## config.mk

```make
export PLATFORM = sky130hd
export DESIGN_NAME = eamr_regs
export DESIGN_NICKNAME = d
export VERILOG_FILES = /design/src/core/eamr_pkg.sv /design/src/core/eamr_regs.sv /design/src/core/eamr_sync.sv
export SDC_FILE = /design/constraint.sdc
export NUM_CORES = 1
export LEC_CHECK = 0
export BUFFER_PORTS_ARGS = -buffer_cell sky130_fd_sc_hd__buf_4
export CAP_MARGIN = 25
export CORE_MARGIN = 2
export CORE_UTILIZATION = 45
export DETAILED_ROUTE_END_ITERATION = 16
export HOLD_SLACK_MARGIN = 0.05
export PLACE_DENSITY_LB_ADDON = 0.3
export SLEW_MARGIN = 20
export SYNTH_ARGS = -nofsm -noshare
export SYNTH_HDL_FRONTEND = slang
export SYNTH_SLANG_ARGS = --single-unit
```

## constraint.sdc

```tcl
create_clock -name clk_sys -period 3.9 [get_ports clk_sys]
set_input_delay 0.195 -clock clk_sys [delete_from_list [all_inputs] [get_ports clk_sys]]
set_output_delay 0.195 -clock clk_sys [all_outputs]
set_load 0.02 [all_outputs]
```

## src/core/eamr_pkg.sv

```systemverilog
// Purpose: Shared constants and types for the EEE and auto-negotiation MMD register bank
// Assumes: Avalon-MM word addressing, 32-bit data, 16-bit registers in the low half
// Notes:   Register words sit at word addresses 0..6; upper data bits read as zero

package eamr_pkg;

  ////////////////////////////////////////////////////////////////////////////////
  // Bus geometry
  localparam int unsigned ADDR_W = 3;
  localparam int unsigned DATA_W = 32;
  localparam int unsigned REG_W  = 16;
  localparam int unsigned BE_W   = 4;

  ////////////////////////////////////////////////////////////////////////////////
  // MMD device and register numbers of each word (management view)
  localparam int unsigned MMD_AUTONEG     = 7;
  localparam int unsigned MMD_VENDOR1     = 30;
  localparam int unsigned IDX_AN_DEV_LOW  = 5;
  localparam int unsigned IDX_AN_DEV_HIGH = 6;
  localparam int unsigned IDX_EEE_ADV     = 60;
  localparam int unsigned IDX_EEE_LP_ADV  = 61;
  localparam int unsigned IDX_VS_ID_HIGH  = 2;
  localparam int unsigned IDX_VS_ID_LOW   = 3;
  localparam int unsigned IDX_VS_DEV_LOW  = 5;

  ////////////////////////////////////////////////////////////////////////////////
  // Word addresses on the Avalon slave
  localparam logic [ADDR_W-1:0] A_AN_DEV_LOW  = 3'h0;
  localparam logic [ADDR_W-1:0] A_AN_DEV_HIGH = 3'h1;
  localparam logic [ADDR_W-1:0] A_EEE_ADV     = 3'h2;
  localparam logic [ADDR_W-1:0] A_EEE_LP_ADV  = 3'h3;
  localparam logic [ADDR_W-1:0] A_VS_ID_HIGH  = 3'h4;
  localparam logic [ADDR_W-1:0] A_VS_ID_LOW   = 3'h5;
  localparam logic [ADDR_W-1:0] A_VS_DEV_LOW  = 3'h6;

  ////////////////////////////////////////////////////////////////////////////////
  // Fixed register contents
  localparam logic [REG_W-1:0] DEV_LOW_VALUE  = 16'h0088; // AN bit 7, PCS bit 3
  localparam logic [REG_W-1:0] DEV_HIGH_VALUE = 16'h4000; // Vendor device 1 bit 14

  ////////////////////////////////////////////////////////////////////////////////
  // Field positions
  localparam int unsigned EEE_100TX_BIT = 1;
  localparam int unsigned LP_ADV_LSB    = 1;
  localparam int unsigned LP_ADV_W      = 6;  // Bits 6:1 of the partner word
  localparam int unsigned SYNC_W        = LP_ADV_W + 1;

  ////////////////////////////////////////////////////////////////////////////////
  // Reset values and timing
  localparam logic [1:0]        INIT_CNT_LAST = 2'h2; // Synchroniser depth
  localparam logic [DATA_W-1:0] RDATA_RESET   = 32'h0000_0000;

  ////////////////////////////////////////////////////////////////////////////////
  // Avalon response codes
  localparam logic [1:0] RESP_OKAY   = 2'h0;
  localparam logic [1:0] RESP_DECERR = 2'h3;

  ////////////////////////////////////////////////////////////////////////////////
  // Types
  typedef enum logic [1:0] {
    EAMR_ST_INIT,
    EAMR_ST_IDLE,
    EAMR_ST_ACK
  } eamr_state_t;

  typedef struct packed {
    eamr_state_t       state;
    logic [1:0]        init_cnt;
    logic              waitreq;
    logic [DATA_W-1:0] rdata;
    logic [1:0]        resp;
    logic              adv_100tx;
  } eamr_regs_t;

endpackage : eamr_pkg

```

## src/core/eamr_regs.sv

```systemverilog
// Purpose: EEE and auto-negotiation MMD register bank behind an Avalon-MM slave
// Assumes: Energy-efficient enable and partner advertisement arrive from other domains
// Notes:   Bus held in wait until the advertisement default has been captured

`timescale 1ns/1ps

// Operation
// AN devices-present low word reads fixed: AN bit 7, PCS bit 3, rest zero.
// AN devices-present high word reads fixed: bit 14 one, bits 15 and 13 zero.
// Local 100BASE-TX EEE advertise bit is read/write, reset copies the enable bit.
// Software must not set the advertise bit while energy-efficient mode is off. The bank does not block such a write; it is taken whatever the enable level.
// Partner 100BASE-TX EEE bit mirrors remote advertisement, zero after reset.
// Partner bits 6 to 2 report unsupported modes, read-only, zero by default.
// Vendor MMD identifier words are read-only fixed identifier values.
// Vendor MMD devices-present low word reads AN and PCS present, writes ignored.
// Writes to reserved and read-only positions are ignored; fixed values persist.
module eamr_regs
  import eamr_pkg::*;
#(
  parameter logic [REG_W-1:0] VENDOR_ID_HIGH = 16'h5a3c, // Arbitrary identifier value
  parameter logic [REG_W-1:0] VENDOR_ID_LOW  = 16'h1e2d  // Arbitrary identifier value
)
(
  input  wire logic                clk_sys,                      // System clock
  input  wire logic                rst_n,                        // Async reset, active low
  input  wire logic [ADDR_W-1:0]   avs_address,                  // Word address
  input  wire logic                avs_read,                     // Read request
  input  wire logic                avs_write,                    // Write request
  input  wire logic [DATA_W-1:0]   avs_writedata,                // Write data
  input  wire logic [BE_W-1:0]     avs_byteenable,               // Byte lanes
  output logic      [DATA_W-1:0]   avs_readdata,                 // Read data
  output logic                     avs_waitrequest,              // Stall
  output logic      [1:0]          avs_response,                 // 0 okay, 3 decode error
  input  wire logic                energy_efficient_mode_enable, // EEE config level
  input  wire logic [LP_ADV_W-1:0] partner_eee_adv,              // Partner bits 6:1
  output logic                     eee_adv_100tx                 // Local advertise bit
);

  ////////////////////////////////////////////////////////////////////////////////
  // Functions

  function automatic logic addr_mapped(input logic [ADDR_W-1:0] addr);
    logic hit;
    hit = 1'b0;
    case (addr)
      A_AN_DEV_LOW,
      A_AN_DEV_HIGH,
      A_EEE_ADV,
      A_EEE_LP_ADV,
      A_VS_ID_HIGH,
      A_VS_ID_LOW,
      A_VS_DEV_LOW:
      begin
        hit = 1'b1;
      end
      default:
      begin
        hit = 1'b0;
      end
    endcase
    return hit;
  endfunction : addr_mapped

  function automatic logic [REG_W-1:0] adv_word(input logic adv);
    logic [REG_W-1:0] w;
    w                = '0;
    w[EEE_100TX_BIT] = adv;
    return w;
  endfunction : adv_word

  ////////////////////////////////////////////////////////////////////////////////
  // Input synchronisation

  logic [SYNC_W-1:0] sync_in;
  logic [SYNC_W-1:0] sync_out;
  logic              eee_en_sync;
  logic [LP_ADV_W-1:0] lp_adv_sync;

  assign sync_in = {energy_efficient_mode_enable, partner_eee_adv};

  eamr_sync u_sync (
    .clk_sys (clk_sys),
    .rst_n   (rst_n),
    .d_in    (sync_in),
    .q_out   (sync_out)
  );

  assign eee_en_sync = sync_out[SYNC_W-1];
  assign lp_adv_sync = sync_out[LP_ADV_W-1:0];

  ////////////////////////////////////////////////////////////////////////////////
  // Read multiplexer

  logic [REG_W-1:0] rd_word;
  logic [REG_W-1:0] lp_word;
  eamr_regs_t       cur;
  eamr_regs_t       nxt;

  always_comb
  begin
    lp_word                                 = '0;
    lp_word[LP_ADV_LSB +: LP_ADV_W]         = lp_adv_sync;
  end

  always_comb
  begin
    rd_word = '0;
    case (avs_address)
      A_AN_DEV_LOW:
      begin
        rd_word = DEV_LOW_VALUE;
      end
      A_AN_DEV_HIGH:
      begin
        rd_word = DEV_HIGH_VALUE;
      end
      A_EEE_ADV:
      begin
        rd_word = adv_word(cur.adv_100tx);
      end
      A_EEE_LP_ADV:
      begin
        rd_word = lp_word;
      end
      A_VS_ID_HIGH:
      begin
        rd_word = VENDOR_ID_HIGH;
      end
      A_VS_ID_LOW:
      begin
        rd_word = VENDOR_ID_LOW;
      end
      A_VS_DEV_LOW:
      begin
        rd_word = DEV_LOW_VALUE;
      end
      default:
      begin
        rd_word = '0;
      end
    endcase
  end

  ////////////////////////////////////////////////////////////////////////////////
  // State

  logic       req;
  logic       adv_write;

  assign req = avs_read | avs_write;

  // Only the advertise bit is writable, and only through byte lane 0
  assign adv_write = avs_write && (avs_address == A_EEE_ADV) && avs_byteenable[0];

  always_comb
  begin
    nxt = cur;
    case (cur.state)
      EAMR_ST_INIT:
      begin
        // Wait for the enable level to clear the synchroniser, then copy it
        nxt.waitreq = 1'b1;
        if (cur.init_cnt == INIT_CNT_LAST)
        begin
          nxt.adv_100tx = eee_en_sync;
          nxt.state     = EAMR_ST_IDLE;
        end
        else
        begin
          nxt.init_cnt = cur.init_cnt + 2'h1;
        end
      end
      EAMR_ST_IDLE:
      begin
        nxt.waitreq = 1'b1;
        if (req)
        begin
          nxt.waitreq = 1'b0;
          nxt.state   = EAMR_ST_ACK;
          if (addr_mapped(avs_address))
          begin
            nxt.resp  = RESP_OKAY;
            nxt.rdata = avs_read ? {{(DATA_W-REG_W){1'b0}}, rd_word} : RDATA_RESET;
          end
          else
          begin
            nxt.resp  = RESP_DECERR;
            nxt.rdata = RDATA_RESET;
          end
        end
      end
      EAMR_ST_ACK:
      begin
        // Master samples waitrequest low at this edge; the write lands here
        nxt.waitreq = 1'b1;
        nxt.state   = EAMR_ST_IDLE;
        if (adv_write)
        begin
          nxt.adv_100tx = avs_writedata[EEE_100TX_BIT];
        end
      end
      default:
      begin
        nxt.state   = EAMR_ST_IDLE;
        nxt.waitreq = 1'b1;
      end
    endcase
  end

  always_ff @(posedge clk_sys or negedge rst_n)
  begin
    if (!rst_n)
    begin
      cur.state     <= EAMR_ST_INIT;
      cur.init_cnt  <= 2'h0;
      cur.waitreq   <= 1'b1;
      cur.rdata     <= RDATA_RESET;
      cur.resp      <= RESP_OKAY;
      cur.adv_100tx <= 1'b0;
    end
    else
    begin
      cur <= nxt;
    end
  end

  ////////////////////////////////////////////////////////////////////////////////
  // Outputs

  assign avs_readdata    = cur.rdata;
  assign avs_waitrequest = cur.waitreq;
  assign avs_response    = cur.resp;
  assign eee_adv_100tx   = cur.adv_100tx;

endmodule : eamr_regs

```

## src/core/eamr_sync.sv

```systemverilog
// Purpose: Two-flop synchroniser for levels arriving from outside the register clock
// Assumes: Each bit is an independent slow level
// Notes:   Only the second stage is visible at the output

`timescale 1ns/1ps

module eamr_sync
  import eamr_pkg::*;
(
  input  wire logic              clk_sys, // System clock
  input  wire logic              rst_n,   // Async reset, active low
  input  wire logic [SYNC_W-1:0] d_in,    // Asynchronous levels
  output logic      [SYNC_W-1:0] q_out    // Synchronised levels
);

  logic [SYNC_W-1:0] stage1_ff;
  logic [SYNC_W-1:0] stage2_ff;

  always_ff @(posedge clk_sys or negedge rst_n)
  begin
    if (!rst_n)
    begin
      stage1_ff <= '0;
      stage2_ff <= '0;
    end
    else
    begin
      stage1_ff <= d_in;
      stage2_ff <= stage1_ff;
    end
  end

  assign q_out = stage2_ff;

endmodule : eamr_sync

```

==> impl_metrics.toml <==
[power_and_ir_drop]
peakVddDrop_mv = 0.325
leakage_nw = 0.854
p_sw_share_pct = 32.2
pwr-share-seq_pct = 39.0
p_comb_share_pct = 35.3
p_int_uw = 797
p_clk_share_pct = 25.7
power_density_nw_per_um2 = 707
p_switching_uw = 378

[setup_path]
regToRegEndpoint = "avs_readdata[1]"
worstPathCellList = "nand3b_1, nor2_1, a32o_1"
cpLargestDelayFamily = "simple AND/OR/NAND/NOR gates"
worst-path-buf-inv = 0
crit_required_ns = 4.16
worst-path-max-fanout = 5
cp_slowest_cell = "dfrtp_1"
reg2reg_setup_slack_ns = 2.60
crit_type = "register to register"
end_kind = "register"
worst-r2r-cell-count = 3
cpPeakStageDelay_ns = 0.42
reg2reg_from = "cur[39]"
startpoint_type = "register"
critPathArrivalTime_ns = 1.56

[route]
routedWlPerCell_um = 11.6
routed-via-count = 815
drt_first_pass_iters = 3
drc = 0
wirelength_um = 2070
post_drt_via_cell_ratio = 4.58
drtIter0Drc = 13
antenna_left = 0

[cts]
cts_buffers = 5
cts_tree = "yes"
numClockSinks = 31
htree_levels = 2
post-cts-setup-buffers = 0
cts_buffer_depth = 2
clk_pin_slew_ns = 0.09
clock_latency_ns = 0.31
root_buffer = "clkbuf_4"

[sta]
finalHoldViolCount = 0
slew_viol_final = 0
setup_violations = 0
hold_ws_ns = 0.173
setup_tns_ns = 0
fin_crit_ns = 1.30
rsz0062_at_grt = "false"
fin_crit_sh_pct = 33.3
clock_skew_ns = 0.00566
max_freq_mhz = 769

[floorplan]
die_y_um = 59.7
die_width_um = 59.7
row_count = 20
core_area_um2 = 3000
start_util_pct = 46.5
io_pins = 86
dieArea_um2 = 3570

[finish]
layout_commonest_cell = "buf_4"
final_cell_mix = "buf_4 (32), dfrtp_1 (30), conb_1 (19)"
area_growth_pct = 18.9
final_area_um2 = 1660
fin_cells = 178
drive_gt1_share_pct = 33.8
diodes = 0
finalNetCount = 195

[global_route]
first_global_vias = 742
grt_pass1_wl_um = 3300
grt.overflow.total = 0
grt_max_degree = 32
antenna_found_initial = 0
grt_usage_pct = 12.9

[synth]
synth_edf_count = 0
yosysSeqAreaShare_pct = 55.6
syn_area_um2 = 1400
synth_flop_cell = "dfrtp_1"
synth_area_per_cell_um2 = 12.3
async_reset_ff_share_pct = 100
syn_inst = 114
ys.warnings.count = 0
synth-seq-cells = 31
ys_types = 30

[placement]
postPlaceCellArea_um2 = 1480
gp_congestion = 0.731
post-dp-hpwl_um = 1510
port_buffers = 32
dp.cells = 162

[flow_run]
drv_cap = 0

[worst_hold_path]
hold_start = "avs_write"
holdPathEnd = "cur[39]"
hold_path_class = "primary input to register"
hold-path-cell-count = 2

[status]
outcome = "complete, no violations"
## kinds of logic (layout without fill, tap and decap cells)
group / Yosys count / after routing / share of synthesized area, %
buffers and inverters: 39 / 52 / 20.1
XOR/XNOR: 2 / 2 / 1.25
flip-flops: 31 / 31 / 55.6
AND/OR/NAND/NOR: 18 / 18 / 7.70
multiplexers: 5 / 5 / 3.94
other: 1 / 19 / 0.268
adder cells (fa/ha/maj): 1 / 1 / 0.895
AO/OA/AOI/OAI: 17 / 17 / 10.2
## final cells by class
cell class	count	area (µm²)
Sequential cell	31	777
Inverter	4	15.0
Fill cell	260	1340
Tap cell	33	41.3
Timing Repair Buffer	40	320
Clock buffer	6	41.3
Multi-Input combinational cell	62	407
Clock inverter	2	60.1
## sequential cells by signal, summed over array words and instances (netlist names)
signal and flops:
avs_response 1, avs_waitrequest 1, u_sync.q_out 7, u_sync.stage1_ff 7, eee_adv_100tx 1, cur 4
avs_readdata 10
## worst reg2reg max path: stages (launching register included)
cell and delay [ns]:
dfrtp_1 0.42, nand3b_1 0.28, nor2_1 0.34, a32o_1 0.21
## stage by stage
step / setup slack, ns / util, % / power, mW
after floorplan: 2.66 / - / 0.812
after global placement: 2.61 / 49.3 / 0.868
after global routing: 2.47 / 55.3 / 1.25
final: 2.60 / 55.3 / 1.18
after detailed placement: 2.60 / 49.3 / 0.882
after CTS: 2.57 / 55.3 / 1.19
## metal layers
layer	GRT usage [%]	wire length (µm)	vias up
li1	-	-	390
met1	16.0	929	386
met2	20.3	998	39
met3	4.98	145	0
met4	4.76	0	0
met5	0	0	-
## synthesized netlist by cell type, types with 2 or more instances
cell type / number / area (µm²)
a22o_1: 5 / 43.8
buf_4: 34 / 255
dfrtp_1: 30 / 751
nor3_1: 3 / 15.0
nor2_1: 5 / 18.8
xnor2_1: 2 / 17.5
a21o_1: 4 / 30.0
nor2b_1: 3 / 18.8
mux2_2: 4 / 45.0
inv_1: 3 / 11.3
o2bb2ai_1: 2 / 17.5
## power groups by stage
stage	combinational, mW	sequential, mW	clock, mW
after global routing	0.454	0.472	0.325
after CTS	0.422	0.460	0.310
final	0.414	0.459	0.302
after global placement	0.406	0.463	0
after floorplan	0.346	0.466	0
after detailed placement	0.415	0.467	0
## timing repair
| action | CTS | global route |
|---|---|---|
| endpoints found under the hold margin | 37 | 0 |
| resized for setup | 0 | 0 |
| hold buffers | 8 | 0 |
| setup endpoints to repair | 0 | 0 |
## worst max path at each step
| stage | cells past startpoint | to | slack [ns] | from |
|---|---|---|---|---|
| after floorplan | 3 | eee_adv_100tx | 2.66 | cur[38] |
| after global placement | 3 | avs_readdata[1] | 2.61 | cur[39] |
| after detailed placement | 3 | avs_readdata[1] | 2.60 | cur[39] |
| after CTS | 3 | avs_readdata[1] | 2.57 | cur[39] |
| after global routing | 4 | cur[37] | 2.47 | cur[36] |
| final | 3 | avs_readdata[1] | 2.60 | cur[39] |
Note: power is estimated with default switching activity, not from simulation.
